--- config.mk ---
export PLATFORM = sky130hd
export DESIGN_NAME = pfs_port_mux_top
export DESIGN_NICKNAME = d
export VERILOG_FILES = /design/src/hdl/pfs_pkg.sv /design/src/hdl/pfs_pin_if.sv /design/src/hdl/pfs_port_mux_top.sv /design/src/hdl/pfs_pin_mux.sv
export VERILOG_INCLUDE_DIRS = /design/src /design/src/hdl
export SDC_FILE = /design/constraint.sdc
export NUM_CORES = 1
export LEC_CHECK = 0
export BUFFER_PORTS_ARGS = -buffer_cell sky130_fd_sc_hd__buf_2
export CAP_MARGIN = 20
export CORE_ASPECT_RATIO = 2
export CORE_MARGIN = 1
export CORE_UTILIZATION = 43
export CTS_BUF_LIST = sky130_fd_sc_hd__clkbuf_4
export CTS_CLUSTER_DIAMETER = 150
export DETAILED_ROUTE_END_ITERATION = 8
export HOLD_SLACK_MARGIN = 0.02
export PLACE_DENSITY_LB_ADDON = 0.05
export SETUP_SLACK_MARGIN = 0.3
export SLEW_MARGIN = 20
export SYNTH_ARGS = -nofsm -noshare
export SYNTH_HDL_FRONTEND = slang
export SYNTH_SLANG_ARGS = --single-unit
--- constraint.sdc ---
create_clock -name CLK_IN -period 2.9 [get_ports CLK_IN]
set_input_delay 0.435 -clock CLK_IN [delete_from_list [all_inputs] [get_ports CLK_IN]]
set_output_delay 0.435 -clock CLK_IN [all_outputs]
set_load 0.01 [all_outputs]
--- src/hdl/pfs_map.svh ---
// register map, field positions, select codes and reset values of the port function selector
`ifndef PFS_MAP_SVH
`define PFS_MAP_SVH

// ==========================================================================
// ports and pins
`define PFS_NPORTS        5
`define PFS_NPINS         8
`define PFS_P8            3'h0
`define PFS_P9            3'h1
`define PFS_P10           3'h2
`define PFS_P11           3'h3
`define PFS_P12           3'h4
`define PFS_P8_NOSEL_PIN  3'h5
`define PFS_P11_LAST_PIN  3'h4

// ==========================================================================
// byte addresses on the register bus
`define PFS_SEL_BASE      12'h000
`define PFS_SEL_SPAN      12'h0a0
`define PFS_LATCH_BASE    12'h100
`define PFS_DIR_BASE      12'h120
`define PFS_OD_BASE       12'h140
`define PFS_PIN_BASE      12'h160
`define PFS_GRP_SPAN      12'h014
`define PFS_PROT_ADDR     12'h180
`define PFS_ALIGN_MASK    12'h003

// ==========================================================================
// fields and masks
`define PFS_CODE_MSB      2
`define PFS_ANA_BIT       7
`define PFS_PROT_BIT      2
`define PFS_SEL_MASK      8'h87
`define PFS_ANALOG_CODE   8'h80
`define PFS_FULL_MASK     8'hff
`define PFS_P11_MASK      8'h1f
`define PFS_NO_OD_MASK    8'h00
`define PFS_REG_RESET     8'h00

// ==========================================================================
// select codes
`define PFS_CODE_PORT     3'h0
`define PFS_CODE_TIMER    3'h1
`define PFS_CODE_MOTOR    3'h2
`define PFS_CODE_SERIAL   3'h3
`define PFS_CODE_STX      3'h4
`define PFS_CODE_ALT      3'h5
`define PFS_CODE_IIO      3'h6
`define PFS_CODE_SER8     3'h7

`endif

--- src/hdl/pfs_pkg.sv ---
// types shared by the port function selector modules
`include "pfs_map.svh"

package pfs_pkg;

  // ==========================================================================
  // register groups
  typedef enum logic [2:0] {
    GRP_NONE,
    GRP_SEL,
    GRP_LATCH,
    GRP_DIR,
    GRP_OD,
    GRP_PIN,
    GRP_PROT
  } pfs_grp_e;

  typedef logic [2:0] pfs_code_t;

  typedef struct packed {
    pfs_grp_e   grp;
    logic [2:0] port;
    logic [2:0] pin;
  } pfs_dec_s;

  // ==========================================================================
  // whole state of the top module
  typedef struct packed {
    logic [`PFS_NPORTS-1:0][`PFS_NPINS-1:0][7:0] sel;
    logic [`PFS_NPORTS-1:0][`PFS_NPINS-1:0]      latch;
    logic [`PFS_NPORTS-1:0][`PFS_NPINS-1:0]      dir;
    logic [`PFS_NPORTS-1:0][`PFS_NPINS-1:0]      od;
    logic [`PFS_NPORTS-1:0][`PFS_NPINS-1:0]      pout;
    logic [`PFS_NPORTS-1:0][`PFS_NPINS-1:0]      poe;
    logic                                        prot;
    logic [31:0]                                 rdata;
    logic                                        err;
  } pfs_state_s;

endpackage

--- src/hdl/pfs_pin_if.sv ---
// per-pin carrier between the register block and one pin multiplexer
`timescale 1ns/100ps
`default_nettype none

interface pfs_pin_if;
  logic [7:0] sel;
  logic       latch;
  logic       dir;
  logic       od;
  logic [7:0] cand;
  logic       pin_out;
  logic       pin_oe;

  modport ctrl (output sel, latch, dir, od, cand, input pin_out, pin_oe);
  modport mux  (input sel, latch, dir, od, cand, output pin_out, pin_oe);
endinterface

`default_nettype wire

--- src/hdl/pfs_port_mux_top.sv ---
// output function select for general ports 8 to 12 with an apb register slave
//
// Operation
// - code zero routes latch, others peripheral
// - direction one drives pin as output
// - direction zero makes pin input only
// - port 9 selects writable right after unlock
// - port 9 analog: code 80h, direction zero
// - port 10 all zeros: plain port
// - port 10 analog input: 80h, direction zero
// - open-drain bit stops high drive
// - port 8 pins 0-2 peripheral routing
// - port 8 selects only pins 0-4,6,7
// - port 9 code 011b routes serial 3/4
// - port 9 simplified tx and group 2
// - port 11 serial 8 and group 1
// - port 12 code 011b routes serial 6
//
// Design decisions made here: the APB register port and the register addresses.
`timescale 1ns/100ps
`default_nettype none
`include "pfs_map.svh"

module pfs_port_mux_top (
  // clock and reset
  input  wire logic        CLK_IN,
  input  wire logic        RSTN_IN,
  // apb slave
  input  wire logic        PSEL_IN,
  input  wire logic        PENABLE_IN,
  input  wire logic        PWRITE_IN,
  input  wire logic [11:0] PADDR_IN,
  input  wire logic [31:0] PWDATA_IN,
  input  wire logic [3:0]  PSTRB_IN,
  output logic [31:0]      PRDATA_OUT,
  output logic             PREADY_OUT,
  output logic             PSLVERR_OUT,
  // pins, index port*8+pin, ports 8..12
  input  wire logic [39:0] PORT_PIN_IN,
  output logic [39:0]      PORT_PIN_OUT,
  output logic [39:0]      PORT_PIN_OE_OUT,
  output logic [39:0]      ANALOG_SEL_OUT,
  // timer, motor drive, can
  input  wire logic        TIMER_A4_OUTPUT_IN,
  input  wire logic        MOTOR_PHASE_U_IN,
  input  wire logic        MOTOR_PHASE_U_INV_IN,
  input  wire logic        CAN_CONTROLLER_TX_IN,
  // serial 3
  input  wire logic        SERIAL3_CLOCK_OUT_IN,
  input  wire logic        SERIAL3_BUS_CLOCK_OUT_IN,
  input  wire logic        SERIAL3_TRANSMIT_IN,
  input  wire logic        SERIAL3_SIMPLIFIED_TX_IN,
  input  wire logic        SERIAL3_REQUEST_TO_SEND_IN,
  // serial 4
  input  wire logic        SERIAL4_CLOCK_OUT_IN,
  input  wire logic        SERIAL4_BUS_CLOCK_OUT_IN,
  input  wire logic        SERIAL4_TRANSMIT_IN,
  input  wire logic        SERIAL4_SIMPLIFIED_TX_IN,
  input  wire logic        SERIAL4_REQUEST_TO_SEND_IN,
  // serial 5
  input  wire logic        SERIAL5_BUS_CLOCK_OUT_IN,
  input  wire logic        SERIAL5_SIMPLIFIED_TX_IN,
  input  wire logic        SERIAL5_REQUEST_TO_SEND_IN,
  // serial 6
  input  wire logic        SERIAL6_TRANSMIT_IN,
  input  wire logic        SERIAL6_CLOCK_OUT_IN,
  input  wire logic        SERIAL6_BUS_CLOCK_OUT_IN,
  input  wire logic        SERIAL6_SIMPLIFIED_TX_IN,
  input  wire logic        SERIAL6_REQUEST_TO_SEND_IN,
  // serial 8
  input  wire logic        SERIAL8_TRANSMIT_IN,
  input  wire logic        SERIAL8_CLOCK_OUT_IN,
  input  wire logic        SERIAL8_REQUEST_TO_SEND_IN,
  // intelligent io groups
  input  wire logic [7:0]  INTELLIGENT_IO_GROUP1_IN,
  input  wire logic        IO_GROUP2_OUT_IN
);

  // ==========================================================================
  // decode helpers
  function automatic logic sel_exists(input logic [2:0] port, input logic [2:0] pin);
    sel_exists = !((port == `PFS_P8 && pin == `PFS_P8_NOSEL_PIN) ||
                   (port == `PFS_P11 && pin > `PFS_P11_LAST_PIN));
  endfunction

  function automatic logic [7:0] pin_mask(input logic [2:0] port);
    pin_mask = (port == `PFS_P11) ? `PFS_P11_MASK : `PFS_FULL_MASK;
  endfunction

  // port 10 has no open-drain; port 8 keeps it for its tolerant pins
  function automatic logic [7:0] od_mask(input logic [2:0] port);
    od_mask = (port == `PFS_P10) ? `PFS_NO_OD_MASK : pin_mask(port);
  endfunction

  function automatic pfs_pkg::pfs_dec_s decode(input logic [11:0] a);
    logic [11:0] off;
    off        = 12'h000;
    decode.grp  = pfs_pkg::GRP_NONE;
    decode.port = 3'h0;
    decode.pin  = 3'h0;
    if ((a & `PFS_ALIGN_MASK) == 12'h000) begin
      if (a < `PFS_SEL_BASE + `PFS_SEL_SPAN) begin
        off         = a - `PFS_SEL_BASE;
        decode.port = off[7:5];
        decode.pin  = off[4:2];
        if (sel_exists(off[7:5], off[4:2])) begin
          decode.grp = pfs_pkg::GRP_SEL;
        end
      end else if (a == `PFS_PROT_ADDR) begin
        decode.grp = pfs_pkg::GRP_PROT;
      end else if (a >= `PFS_LATCH_BASE && a < `PFS_PIN_BASE + `PFS_GRP_SPAN) begin
        off         = (a - `PFS_LATCH_BASE) & (`PFS_DIR_BASE - `PFS_LATCH_BASE - 12'h001);
        decode.port = off[4:2];
        if (off < `PFS_GRP_SPAN) begin
          case (a - off)
            `PFS_LATCH_BASE: decode.grp = pfs_pkg::GRP_LATCH;
            `PFS_DIR_BASE:   decode.grp = pfs_pkg::GRP_DIR;
            `PFS_OD_BASE:    decode.grp = pfs_pkg::GRP_OD;
            `PFS_PIN_BASE:   decode.grp = pfs_pkg::GRP_PIN;
            default:         decode.grp = pfs_pkg::GRP_NONE;
          endcase
        end
      end
    end
  endfunction

  // ==========================================================================
  // state
  pfs_pkg::pfs_state_s q;
  pfs_pkg::pfs_state_s d;
  pfs_pkg::pfs_dec_s   dec;

  logic [`PFS_NPORTS-1:0][`PFS_NPINS-1:0][7:0] cand;
  logic [`PFS_NPORTS-1:0][`PFS_NPINS-1:0]      mux_out;
  logic [`PFS_NPORTS-1:0][`PFS_NPINS-1:0]      mux_oe;
  logic [`PFS_NPORTS-1:0][`PFS_NPINS-1:0]      ana_flat;
  logic [`PFS_NPORTS-1:0][`PFS_NPINS-1:0]      pin_in;
  logic                                        setup;
  logic                                        access;
  logic                                        wr_go;
  logic                                        p9_locked;

  assign pin_in    = PORT_PIN_IN;
  assign dec       = decode(PADDR_IN);
  assign setup     = PSEL_IN & ~PENABLE_IN;
  assign access    = PSEL_IN & PENABLE_IN;
  assign wr_go     = access & PWRITE_IN;
  // a blocked port 9 write is refused with an error instead of vanishing
  assign p9_locked = PWRITE_IN && dec.grp == pfs_pkg::GRP_SEL && dec.port == `PFS_P9 &&
                     !q.prot;

  // ==========================================================================
  // peripheral candidates, indexed port, pin, code; unlisted entries stay low
  always_comb begin
    cand = '0;
    cand[`PFS_P8][0][`PFS_CODE_TIMER]   = TIMER_A4_OUTPUT_IN;
    cand[`PFS_P8][0][`PFS_CODE_MOTOR]   = MOTOR_PHASE_U_IN;
    cand[`PFS_P8][0][`PFS_CODE_SERIAL]  = SERIAL5_BUS_CLOCK_OUT_IN;
    cand[`PFS_P8][0][`PFS_CODE_STX]     = SERIAL5_SIMPLIFIED_TX_IN;
    cand[`PFS_P8][1][`PFS_CODE_MOTOR]   = MOTOR_PHASE_U_INV_IN;
    cand[`PFS_P8][1][`PFS_CODE_SERIAL]  = SERIAL5_REQUEST_TO_SEND_IN;
    cand[`PFS_P8][1][`PFS_CODE_IIO]     = INTELLIGENT_IO_GROUP1_IN[5];
    cand[`PFS_P8][2][`PFS_CODE_ALT]     = CAN_CONTROLLER_TX_IN;
    cand[`PFS_P9][0][`PFS_CODE_SERIAL]  = SERIAL3_CLOCK_OUT_IN;
    cand[`PFS_P9][1][`PFS_CODE_SERIAL]  = SERIAL3_BUS_CLOCK_OUT_IN;
    cand[`PFS_P9][2][`PFS_CODE_SERIAL]  = SERIAL3_TRANSMIT_IN;
    cand[`PFS_P9][3][`PFS_CODE_SERIAL]  = SERIAL3_REQUEST_TO_SEND_IN;
    cand[`PFS_P9][4][`PFS_CODE_SERIAL]  = SERIAL4_REQUEST_TO_SEND_IN;
    cand[`PFS_P9][5][`PFS_CODE_SERIAL]  = SERIAL4_CLOCK_OUT_IN;
    cand[`PFS_P9][6][`PFS_CODE_SERIAL]  = SERIAL4_TRANSMIT_IN;
    cand[`PFS_P9][7][`PFS_CODE_SERIAL]  = SERIAL4_BUS_CLOCK_OUT_IN;
    cand[`PFS_P9][1][`PFS_CODE_STX]     = SERIAL3_SIMPLIFIED_TX_IN;
    cand[`PFS_P9][7][`PFS_CODE_STX]     = SERIAL4_SIMPLIFIED_TX_IN;
    cand[`PFS_P9][2][`PFS_CODE_ALT]     = IO_GROUP2_OUT_IN;
    cand[`PFS_P11][0][`PFS_CODE_SER8]   = SERIAL8_TRANSMIT_IN;
    cand[`PFS_P11][1][`PFS_CODE_SER8]   = SERIAL8_CLOCK_OUT_IN;
    cand[`PFS_P11][3][`PFS_CODE_SER8]   = SERIAL8_REQUEST_TO_SEND_IN;
    for (int i = 0; i <= int'(`PFS_P11_LAST_PIN); i++) begin
      cand[`PFS_P11][i][`PFS_CODE_IIO] = INTELLIGENT_IO_GROUP1_IN[i];
    end
    cand[`PFS_P12][0][`PFS_CODE_SERIAL] = SERIAL6_TRANSMIT_IN;
    cand[`PFS_P12][1][`PFS_CODE_SERIAL] = SERIAL6_CLOCK_OUT_IN;
    cand[`PFS_P12][2][`PFS_CODE_SERIAL] = SERIAL6_BUS_CLOCK_OUT_IN;
    cand[`PFS_P12][3][`PFS_CODE_SERIAL] = SERIAL6_REQUEST_TO_SEND_IN;
    cand[`PFS_P12][2][`PFS_CODE_STX]    = SERIAL6_SIMPLIFIED_TX_IN;
    // port 10 offers the port function only
  end

  // ==========================================================================
  // pin multiplexers
  for (genvar p = 0; p < `PFS_NPORTS; p++) begin : g_port
    for (genvar i = 0; i < `PFS_NPINS; i++) begin : g_pin
      pfs_pin_if pif ();
      assign pif.sel   = q.sel[p][i];
      assign pif.latch = q.latch[p][i];
      assign pif.dir   = q.dir[p][i];
      assign pif.od    = q.od[p][i];
      assign pif.cand  = cand[p][i];
      assign mux_out[p][i]  = pif.pin_out;
      assign mux_oe[p][i]   = pif.pin_oe;
      assign ana_flat[p][i] = q.sel[p][i][`PFS_ANA_BIT];
      pfs_pin_mux u_mux (
        .pin (pif.mux)
      );
    end
  end

  // ==========================================================================
  // next state: register access and pin registers
  always_comb begin
    d      = q;
    d.pout = mux_out;
    d.poe  = mux_oe;
    // read data and error are captured in setup so the access phase needs no wait
    if (setup) begin
      d.err   = (dec.grp == pfs_pkg::GRP_NONE) | p9_locked;
      d.rdata = 32'h0000_0000;
      case (dec.grp)
        pfs_pkg::GRP_SEL:   d.rdata[7:0] = q.sel[dec.port][dec.pin];
        pfs_pkg::GRP_LATCH: d.rdata[7:0] = q.latch[dec.port];
        pfs_pkg::GRP_DIR:   d.rdata[7:0] = q.dir[dec.port];
        pfs_pkg::GRP_OD:    d.rdata[7:0] = q.od[dec.port];
        pfs_pkg::GRP_PIN:   d.rdata[7:0] = pin_in[dec.port] & pin_mask(dec.port);
        pfs_pkg::GRP_PROT:  d.rdata[`PFS_PROT_BIT] = q.prot;
        default:            d.rdata = 32'h0000_0000;
      endcase
    end
    if (wr_go) begin
      // unlock lasts for exactly one following write to any register but the protect register
      if (dec.grp != pfs_pkg::GRP_PROT) begin
        d.prot = 1'b0;
      end
      if (PSTRB_IN[0] && !q.err) begin
        case (dec.grp)
          pfs_pkg::GRP_SEL:   d.sel[dec.port][dec.pin] = PWDATA_IN[7:0] & `PFS_SEL_MASK;
          pfs_pkg::GRP_LATCH: d.latch[dec.port] = PWDATA_IN[7:0] & pin_mask(dec.port);
          pfs_pkg::GRP_DIR:   d.dir[dec.port]   = PWDATA_IN[7:0] & pin_mask(dec.port);
          pfs_pkg::GRP_OD:    d.od[dec.port]    = PWDATA_IN[7:0] & od_mask(dec.port);
          pfs_pkg::GRP_PROT:  d.prot = PWDATA_IN[`PFS_PROT_BIT];
          default:            d.prot = d.prot;
        endcase
      end
    end
  end

  always_ff @(posedge CLK_IN) begin
    if (!RSTN_IN) begin
      q <= '0;
    end else begin
      q <= d;
    end
  end

  // ==========================================================================
  // outputs
  assign PRDATA_OUT      = q.rdata;
  assign PREADY_OUT      = access;
  assign PSLVERR_OUT     = access & q.err;
  assign PORT_PIN_OUT    = q.pout;
  assign PORT_PIN_OE_OUT = q.poe;
  assign ANALOG_SEL_OUT  = ana_flat;

  // ==========================================================================
  // checks
  a_latch_path_p8: assert property (@(posedge CLK_IN) disable iff (!RSTN_IN)
    (q.sel[0][3] == `PFS_REG_RESET && q.dir[0][3] && !q.od[0][3])
    |=> PORT_PIN_OUT[3] == $past(q.latch[0][3]) && PORT_PIN_OE_OUT[3])
    else $error("port latch not routed to pin");

  a_input_no_drive: assert property (@(posedge CLK_IN) disable iff (!RSTN_IN)
    1'b1 |=> (PORT_PIN_OE_OUT & ~$past(q.dir)) == 40'h00_0000_0000)
    else $error("pin driven with direction cleared");

  a_od_never_high: assert property (@(posedge CLK_IN) disable iff (!RSTN_IN)
    1'b1 |=> (PORT_PIN_OUT & $past(q.od)) == 40'h00_0000_0000)
    else $error("open drain pin driven high");

  a_analog_no_drive: assert property (@(posedge CLK_IN) disable iff (!RSTN_IN)
    (q.sel[1][3] == `PFS_ANALOG_CODE) ##1 (q.sel[1][3] == `PFS_ANALOG_CODE)
    |=> !PORT_PIN_OE_OUT[11])
    else $error("analog pin has its driver on");

  a_p9_lock_hold: assert property (@(posedge CLK_IN) disable iff (!RSTN_IN)
    (access && p9_locked) |=> q.sel[1] == $past(q.sel[1]) && !q.prot)
    else $error("locked port 9 select was changed");

  a_unlock_one_shot: assert property (@(posedge CLK_IN) disable iff (!RSTN_IN)
    (wr_go && dec.grp != pfs_pkg::GRP_PROT) |=> !q.prot)
    else $error("unlock survived a second write");

  a_p8_can_route: assert property (@(posedge CLK_IN) disable iff (!RSTN_IN)
    (q.sel[0][2][2:0] == `PFS_CODE_ALT && q.dir[0][2] && !q.od[0][2] && !q.sel[0][2][7])
    |=> PORT_PIN_OUT[2] == $past(CAN_CONTROLLER_TX_IN))
    else $error("can transmit not on port 8 pin 2");

  a_p9_serial_route: assert property (@(posedge CLK_IN) disable iff (!RSTN_IN)
    (q.sel[1][0] == {5'h00, `PFS_CODE_SERIAL} && q.dir[1][0] && !q.od[1][0])
    |=> PORT_PIN_OUT[8] == $past(SERIAL3_CLOCK_OUT_IN))
    else $error("serial 3 clock not on port 9 pin 0");

  a_p9_stx_route: assert property (@(posedge CLK_IN) disable iff (!RSTN_IN)
    (q.sel[1][7] == {5'h00, `PFS_CODE_STX} && q.dir[1][7] && !q.od[1][7])
    |=> PORT_PIN_OUT[15] == $past(SERIAL4_SIMPLIFIED_TX_IN))
    else $error("serial 4 simplified tx not on port 9 pin 7");

  a_p10_plain_port: assert property (@(posedge CLK_IN) disable iff (!RSTN_IN)
    (q.sel[2][0] == `PFS_REG_RESET && q.dir[2][0])
    |=> PORT_PIN_OUT[16] == $past(q.latch[2][0]) && PORT_PIN_OE_OUT[16])
    else $error("port 10 plain port broken");

  a_p11_iio_route: assert property (@(posedge CLK_IN) disable iff (!RSTN_IN)
    (q.sel[3][0] == {5'h00, `PFS_CODE_IIO} && q.dir[3][0] && !q.od[3][0])
    |=> PORT_PIN_OUT[24] == $past(INTELLIGENT_IO_GROUP1_IN[0]))
    else $error("group 1 channel 0 not on port 11 pin 0");

  a_p12_serial_route: assert property (@(posedge CLK_IN) disable iff (!RSTN_IN)
    (q.sel[4][1] == {5'h00, `PFS_CODE_SERIAL} && q.dir[4][1] && !q.od[4][1])
    |=> PORT_PIN_OUT[33] == $past(SERIAL6_CLOCK_OUT_IN))
    else $error("serial 6 clock not on port 12 pin 1");

  a_missing_selects: assert property (@(posedge CLK_IN) disable iff (!RSTN_IN)
    q.sel[0][5] == `PFS_REG_RESET && q.sel[3][7:5] == 24'h00_0000)
    else $error("nonexistent select register holds a value");

  a_sel_reserved: assert property (@(posedge CLK_IN) disable iff (!RSTN_IN)
    (setup && dec.grp == pfs_pkg::GRP_SEL) ##1 access
    |-> (PRDATA_OUT & ~{24'h00_0000, `PFS_SEL_MASK}) == 32'h0000_0000)
    else $error("reserved select bits read nonzero");

endmodule

`default_nettype wire

--- src/hdl/pfs_pin_mux.sv ---
// one pin: select code, direction and open-drain control to pin level and enable
`timescale 1ns/100ps
`default_nettype none
`include "pfs_map.svh"

module pfs_pin_mux (
  // pin controls and result
  pfs_pin_if.mux pin
);

  pfs_pkg::pfs_code_t code;
  logic               val;
  logic               ana;

  always_comb begin
    code = pin.sel[`PFS_CODE_MSB:0];
    ana  = pin.sel[`PFS_ANA_BIT];
    // unassigned codes find a zero candidate: a quiet low, never garbage
    if (code == `PFS_CODE_PORT) begin
      val = pin.latch;
    end else begin
      val = pin.cand[code];
    end
    // open drain never drives high, only pulls low
    pin.pin_out = pin.od ? 1'b0 : val;
    // analog use keeps the driver off even if direction is left set
    pin.pin_oe  = pin.dir & ~ana & ~(pin.od & val);
  end

endmodule

`default_nettype wire

==> results of run 1 <==
[worst reg2reg max path, delay by kind of cell, from the launching register on]
kind / cells / cell delay, ps
buffers and inverters: 2 / 420
and+or+nand+nor: 4 / 1060
AOI/OAI and AO/OA: 1 / 180
DFF: 1 / 330
[sequential cells by signal, summed over array words and instances, names as in the netlist]
name                    count
PORT_PIN_OE_OUT            40
PORT_PIN_OUT               40
PRDATA_OUT                  8
g_port.g_pin.pif.dir       40
g_port.g_pin.pif.latch     40
g_port.g_pin.pif.od        40
g_port.g_pin.pif.sel      160
q                           2
[cell usage in the layout (no fill, tap or decap), types with 22 or more instances in the layout]
| cell | netlist | final |
|---|---|---|
| o21ai_0 | 91 | 90 |
| dfxtp_1 | 370 | 370 |
| nor2_1 | 82 | 81 |
| and3b_1 | 35 | 35 |
| a21oi_1 | 84 | 84 |
| o221ai_1 | 22 | 22 |
| nand3_1 | 84 | 84 |
| nor2b_1 | 139 | 139 |
| a21boi_1 | 28 | 28 |
| and3_1 | 22 | 22 |
| buf_2 | 31 | 223 |
| mux2i_1 | 161 | 161 |
| a21boi_0 | 55 | 55 |
| and2_1 | 67 | 67 |
| buf_4 | 166 | 264 |
| buf_12 | 0 | 30 |
| clkbuf_4 | 0 | 131 |
| conb_1 | 1 | 24 |
| a211oi_1 | 40 | 40 |
| nand2_1 | 256 | 256 |
| o22ai_1 | 27 | 27 |
[worst max-delay path by stage]
stage / start / endpoint
floorplan: PADDR_IN[5] / g_port[1].g_pin[5].pif.latch
global placement: PADDR_IN[3] / PRDATA_OUT[1]
detailed placement: PADDR_IN[3] / PRDATA_OUT[1]
CTS: PADDR_IN[3] / g_port[0].g_pin[7].pif.dir
global route: PADDR_IN[9] / g_port[0].g_pin[7].pif.dir
finish: PADDR_IN[11] / PRDATA_OUT[7]
[synthesized netlist by cell type (17+ instances only)]
library cell / n / area, µm²
a211oi_1: 40 / 300
a21boi_0: 55 / 413
a21boi_1: 28 / 210
a21oi_1: 84 / 420
a22oi_1: 18 / 135
and2_1: 67 / 419
and3_1: 22 / 138
and3b_1: 35 / 307
buf_2: 31 / 155
buf_4: 166 / 1250
clkbuf_1: 87 / 327
dfxtp_1: 370 / 7410
mux2i_1: 161 / 1610
nand2_1: 256 / 961
nand3_1: 84 / 420
nor2_1: 82 / 308
nor2_2: 18 / 113
nor2b_1: 139 / 870
nor3_1: 17 / 85.1
o21ai_0: 91 / 455
o221ai_1: 22 / 193
o22ai_1: 27 / 169
[power breakdown]
part | internal, mW | switching [mW]
clock | 2.23 | 2.18
combinational | 0.213 | 0.342
sequential | 5.08 | 0.00101
[per-stage QoR]
step / util, % / worst slack (ps) / instance area (µm²) / power, mW
after floorplan: - / 337 / 18600 / 5.47
after global placement: 49.9 / -452 / 21200 / 5.73
after detailed placement: 49.9 / -476 / 21200 / 5.73
after CTS: 52.7 / 409 / 22400 / 10.1
after global routing: 52.7 / 360 / 22400 / 10.4
final: 52.7 / 380 / 22400 / 10.0
[logic make-up (layout without fill, tap and decap cells)]
| logic type | Yosys count | in the layout | share of synthesized area, % |
|---|---|---|---|
| simple gates | 819 | 819 | 23.9 |
| compound gates | 463 | 463 | 17.0 |
| flops | 370 | 370 | 39.9 |
| buf+inv | 310 | 691 | 10.0 |
| mux | 167 | 167 | 9.12 |
| other cells | 1 | 25 | 0.0202 |
[metal layers]
layer	track usage (%)	routed length, µm
met5	0	0
met1	36.9	28100
met4	40.1	9920
met2	69.5	43500
met3	5.49	4060
[repair_timing]
action	4_1_cts	5_1_grt
hold buffers	8	0
setup endpoints to repair	0	5
buffers inserted	0	1
gates resized for setup	0	1
endpoints found under the hold margin	9	0
[layout make-up]
cell class                      instances  area share (%)
Antenna cell                            1          0.0112
Inverter                               14           0.234
Multi-Input combinational cell       1473            41.8
Clock buffer                          131            4.38
Timing Repair Buffer                  526            16.9
Sequential cell                       370            33.0
Tap cell                              545            3.04
Clock inverter                         20           0.574
==> impl_summary.md, run 1 <==
Timing
The hold violation count in the final report is 0. After layout, the worst path uses between 80% and 90% of the clock period. Adding up every negative setup slack in the final design gives 0 ps. The clock period minus final worst setup slack is between 2000 and 3000 ps.

At the pin with the least slew margin, the transition time is between 900 and 1000 ps. Measured against its own limit, the worst slew margin works out to 33.6%. Setup repair after global routing left no endpoint under its margin. The final-layout worst hold slack is between 60 and 70 ps.

The timing-limited maximum frequency is ~400 MHz. Setup violations remaining at the end of the flow were counted as 0. The number of pins exceeding their max-slew limit in the final report was 0.

Between clock sinks in the finished design, the worst skew comes to roughly 46 ps.

Synth
The prevailing post-synth register cell is dfxtp_1. The mean post-synth cell area is roughly 8.7 µm². For this run, asynchronously set or reset flops after synthesis account for 0%. The gate count after technology mapping is 2130. For this run, the number of Yosys warnings is 0. In this run, synthesis produced a sequential element count of 370. The cell area after technology mapping is 18500 µm². The number of synthesized flops with an enable pin is 0. The post-synthesis cell type count is 84. The share of the Yosys chip area taken by registers is roughly 40%.

Worst setup path
The number of stages on the worst setup path is 14. In this run the critical register-to-register path is captured at g_port[1].g_pin[0].pif.sel[1]. The signal on the critical path passes through buf_2 > nor4_4 > buf_4 > buf_4 > nand4_4 > buf_12 > nand2_2 > buf_4 > nor2_1 > a2111oi_0 > buf_4 > or3_1 > nand4_1 > o211ai_1.

The slowest cell on the critical path is a2111oi_0. In this run the worst path has a maximum fanout of 13. The family with the most delay on the worst path is buffers and inverters.

The count of buffer and inverter cells on the critical path is 6. The critical path start-end classification is primary input to flip-flop. The worst setup path is captured at a flip-flop. The cell depth of the worst flop-to-flop path is 7.

On the worst path, the slowest cell contributes a delay of 640 ps. The critical path arrival is roughly 3300 ps. The worst register-to-register path has a setup slack of a little over 800 ps. The startpoint kind of the worst setup timing path is a primary input.

Counting stages on the worst path, the most repeated cell is buf_4. For the worst setup path, the data required time is approximately 3700 ps. The startpoint identified for the worst register-to-register timing path is q[0].

Hold path
The worst hold path belongs to the class primary input to flip-flop. The worst hold path terminates at PORT_PIN_OE_OUT[28]. The startpoint identified for the worst hold timing path is INTELLIGENT_IO_GROUP1_IN[4]. The cell count of the worst hold path is 4.

Global routing
Summed over all layers, the global routing overflow is 0. Across every metal layer, demand over resource in global routing totals approximately 40%. The number of antenna violations at the first check in global routing is 1. The pin count of the biggest net entering global routing is about 100. The via count of the first global-routing pass was between 15000 and 20000. The first global-routing pass estimated around 120000 µm of wire.

Final layout
The layout overhead on the synthesized area is 21.0%. In the final layout, the share of cells above drive strength 1 is about 29%. The multi-input combinational cell area is about 9400 µm². For this run, the post-layout net count is between 2000 and 3000. The number of inserted filler cells in the final layout is around 4200. Registers take roughly 7400 µm².

The number of standard cells in the layout, taps in and fillers out is about 3100.

Route
Dividing the detail-routed wire length by the instance count gives between 20 and 30 µm. For this block, the routed nets add up to ~86000 µm of wire. The count of nets left with antenna violations once routing finished came out at 0.

The detailed router's first-iteration violation count is roughly 1200. The first detailed-routing pass took 7 iterations. After detailed routing, the number of remaining DRC violations is 0.

The routed via count divided by cell count is approximately 5.7. The number of vias after detailed routing is roughly 18000.

Die
The die covers 44000 µm². Row generation in the floorplan step produced 107 rows. 281 I/O pins were placed.

The initial cell density of the core is roughly 44%. The core region is 42600 µm². The die boundary width is between 100 and 150 µm. The die is slightly below 300 µm tall.

Clock network
For this design, the sink count on the clock tree is between 300 and 400. The clock buffer count from CTS is just under 90. In this run the clock root is driven by a clkbuf_4.

The maximum clock insertion buffer count is 3. After clock tree synthesis, the clock-pin slew on the worst setup and hold paths is approximately 80 ps. The CTS tree is built. The later pin in the worst-skew pair is clocked with a latency of between 800 and 900 ps. The number of levels the H-tree was split into is 3.

Power
IR analysis of the VDD net gives a maximum drop of 0.000351 V. In this run the power density over the cells is 448 nW/µm². For this design the static power due to leakage is 9.40 nW.

Placed design
The total of buffers placed on input and output ports is between 200 and 250. Once placement completed, the tool counted placed cells totaling 2919. The final weighted congestion of routability-driven global placement is between 1 and 1.5. After legalization and detailed placement, the total HPWL measured between 60000 and 70000 µm.

Job
The reported max-cap violation count is 0.

Run status
The run finished with clean final reports.
(Power assumes the default switching activity.)
==> run 2: changes to the inputs <==
--- a/config.mk
+++ b/config.mk
@@ -6,7 +6,6 @@
 export SDC_FILE = /design/constraint.sdc
 export NUM_CORES = 1
 export LEC_CHECK = 0
-export BUFFER_PORTS_ARGS = -buffer_cell sky130_fd_sc_hd__buf_2
 export CAP_MARGIN = 20
 export CORE_ASPECT_RATIO = 2
 export CORE_MARGIN = 1
@@ -14,6 +13,7 @@
 export CTS_BUF_LIST = sky130_fd_sc_hd__clkbuf_4
 export CTS_CLUSTER_DIAMETER = 150
 export DETAILED_ROUTE_END_ITERATION = 8
+export DONT_BUFFER_PORTS = 1
 export HOLD_SLACK_MARGIN = 0.02
 export PLACE_DENSITY_LB_ADDON = 0.05
 export SETUP_SLACK_MARGIN = 0.3
==> constraint.sdc (replaced) <==
create_clock -name CLK_IN -period 3.2 [get_ports CLK_IN]
set_input_delay 0.48 -clock CLK_IN [delete_from_list [all_inputs] [get_ports CLK_IN]]
set_output_delay 0.48 -clock CLK_IN [all_outputs]
set_load 0.01 [all_outputs]
==> run 2 against run 1 <==
- largest cell class unchanged
- critical path type unchanged
- clock power shrank 9.1%
- total power shrank 11%
- sequential power shrank 9.4%
- wire length grew 0.88%
- utilization shrank 2.2 points
- clock skew grew 28 ps
==> impl_summary.md, run 2 (synthesis gave the netlist of run 1 again) <==
Run status
The flow ran to the end, and the final reports show no timing, DRC or antenna violations.

Die
The die is 149 µm wide. From bottom edge to top edge, the die measures approximately 300 µm. The overall die area is around 44000 µm². For this configuration, the core starts out at a cell density of a little over two fifths. The total area inside the core boundary comes to between 40000 and 50000 µm². The number of placement rows is roughly 110. The I/O pin count is 281.

Route
The iteration count of the initial detailed-routing pass is 5. For this block, the via count after detailed routing is roughly 17000. For this block, the routed nets add up to around 86000 µm of wire.

The count of nets left with antenna violations after detail routing is 0. The detailed-route DRC error count is 0. The detailed router's first-iteration violation count is around 1100. The detail-routed net length per standard cell is just over 30 µm. In the routed layout, each cell is associated on average with a via count of roughly 6.0.

Global routing
After global routing the overflow that remains totals 0. The via count of the first global-routing pass is ~17000. The first-pass GRT wire length is about 120000 µm.

Entering global routing, the biggest net connects 225 pins. The number of antenna violations at the first check in global routing is 4. Global routing consumed, over all layers together, about two fifths of the routing resources.

Final layout
The layout has around 4300 filler cells. The number of nets in the final layout is about 2400. Across the whole layout, storage elements account for approximately 7400 µm². The flip-flop count of the largest register after layout is 160. The library cell used most frequently in the layout, excluding fill and tap cells, is dfxtp_1. In the final layout, the share of cells above drive strength 1 is between 10% and 20%.

From synthesis to final layout, the design area changed by 15.9%. In the layout the commonest cells are dfxtp_1, nand2_1, mux2i_1, dlygate4sd3_1, nor2b_1. The multi-input combinational cell area is approximately 9400 µm². Measured on the finished design, the core utilization comes to 50.5%.

Timing
The hold violation count in the final report is 0. The clock skew is 73.1 ps. The number of pins exceeding their max-slew limit in the final report is 0. Dividing the final minimum period by the clock period gives between 80% and 90%. Setup repair after global routing left no endpoint under its margin.

In the final timing run, aggregate negative setup slack is 0 ps. In the post-route analysis, the smallest setup slack over all paths is roughly 360 ps. Static timing analysis puts the maximum clock frequency at ~350 MHz.

At the pin with the least slew margin, the transition time is roughly 1000 ps. The routed design could run at a clock period as short as 2840 ps. The relative slew slack is about a third.

The number of setup violations in the final report is 0.

Power
The part of the power in registers is between 50 and 60%. Summed over all cells, the static leakage comes to between 8 and 9 nW. Combinational logic burns approximately 4% of the power. The internal portion of the total power is 6.67 mW.

IR analysis of the VDD net gives a maximum drop of 0.000316 V. In this run the power spent charging and discharging nets is about 2.3 mW. For this design the ratio of total power to cell area is ~420 nW/µm².

The clock network burns between 40% and 50% of the power. The switching share of power is between 20% and 30%.

Clock network
CTS built an H-tree with a depth of 3. The clock insertion delay at the later pin of the skew report is 860 ps. The clock buffer count from CTS is 91.

The clock root buffer is clkbuf_4. The clock-pin slew reported for the worst setup and hold paths after clock tree synthesis is ~70 ps. The clock net in this run drives a total of 370 sinks. TritonCTS built the clock tree. No sink is reached through more buffers than the 3 on the longest clock path.

Job
The reported max-cap violation count is 0.

Placed design
The total of buffers placed on input and output ports is 0. OpenSTA, run right after detailed placement, puts the worst setup slack at -52.7 ps. Routability-driven placement finished with a final weighted congestion of approximately 1.

The sum of net half-perimeters after detailed placement is between 60000 and 70000 µm.

Hold path
The min-delay analysis places its worst path in the category primary input to flip-flop.

Worst setup path
STA puts the critical path data required time at 3940 ps. STA classifies the critical path startpoint as a primary input. The slowest cell on the critical path is dlygate4sd3_1.

The largest single stage delay on the critical path is 540 ps. The critical path arrival is roughly 3600 ps. The setup path with the least slack is of type primary input to flip-flop. Counting stages on the worst path, the most repeated cell is nor2_2. The signal on the critical path passes through nor4_4 > and4_4 > nand2_2 > buf_12 > nor2_2 > nand2_4 > nor2_2 > mux2i_1 > nor2b_1 > dlygate4sd3_1. The kind of end point of the critical path is a flip-flop. The top fanout value on the critical path is 18.
==> run 2: cell types whose count changed in the layout (fill, tap and decap cells not counted), sizes merged <==
cell         previous run  this run
dlygate4sd3             8       158
diode                   1         3
clkbuf                132       128
buf                   517       132
inv                    17        16
clkinv                 15        31
clkinvlp                0         1
bufinv                  2         1
==> run 2: critical path: cells and delay by family <==
family | cells | cell delay [ps]
multiplexers | 1 | 250
AND/OR/NAND/NOR | 7 | 2060
buffers and inverters | 2 | 740
==> run 2: cell type report <==
cell class	instances	area share [%]
diodes	3	0.0349
inverters	14	0.244
repair buffers	290	13.1
clock inverters	35	0.815
flip-flops and latches	370	34.5
clock buffers	128	4.47
well taps	545	3.17
multi-input cells	1473	43.7
==> run 2: final timing paths <==
path / from / endpoint / slack (ps) / depth (start not counted)
worst min-delay path: PWDATA_IN[7] / g_port[0].g_pin[2].pif.sel[7] / 60 / 3
worst max register to register: q[0] / g_port[0].g_pin[2].pif.sel[2] / 500 / 9
worst max-delay path: PADDR_IN[7] / g_port[1].g_pin[4].pif.sel[7] / 360 / 10
worst min register to register: g_port[3].g_pin[1].pif.dir / PORT_PIN_OE_OUT[25] / 460 / 2
==> run 2: metrics by stage <==
stage                     total power, mW  instances  cell area, µm²  hold slack, ps
after floorplan                      4.95       2153           18600             409
after global placement               4.90       2529           18600             452
after detailed placement             4.90       2529           18600             456
after CTS                            9.03       2855           21500            22.4
after global routing                 9.26       2857           21500            62.9
final                                8.96       2858           21500            64.1
==> run 2: what timing repair did <==
item | in CTS | in global routing
endpoints found under the hold margin | 358 | 0
setup endpoints to repair | 0 | 30
hold buffers | 163 | 0
resized for setup | 0 | 5
buffers inserted | 0 | 0
==> run 2: layer usage <==
metal / vias to the layer above / GRT usage, % / routed length [µm] / part of all wire (%)
li1: 7636 / - / - / -
met1: 8305 / 38.1 / 28300 / 33
met2: 829 / 66.9 / 42300 / 49
met3: 355 / 7.31 / 5310 / 6.2
met4: 2 / 41.3 / 10300 / 12
met5: - / 0 / 16 / 0.019
==> run 2: power by group through the flow <==
| stage | combinational [mW] | clock [mW] | sequential [mW] |
|---|---|---|---|
| 6_report | 0.347 | 4.01 | 4.60 |
| 5_1_grt | 0.358 | 4.30 | 4.60 |
| 4_1_cts | 0.341 | 4.09 | 4.60 |
| 3_5_place_dp | 0.194 | 0 | 4.71 |
| 3_3_place_gp | 0.194 | 0 | 4.71 |
| 2_1_floorplan | 0.245 | 0 | 4.71 |
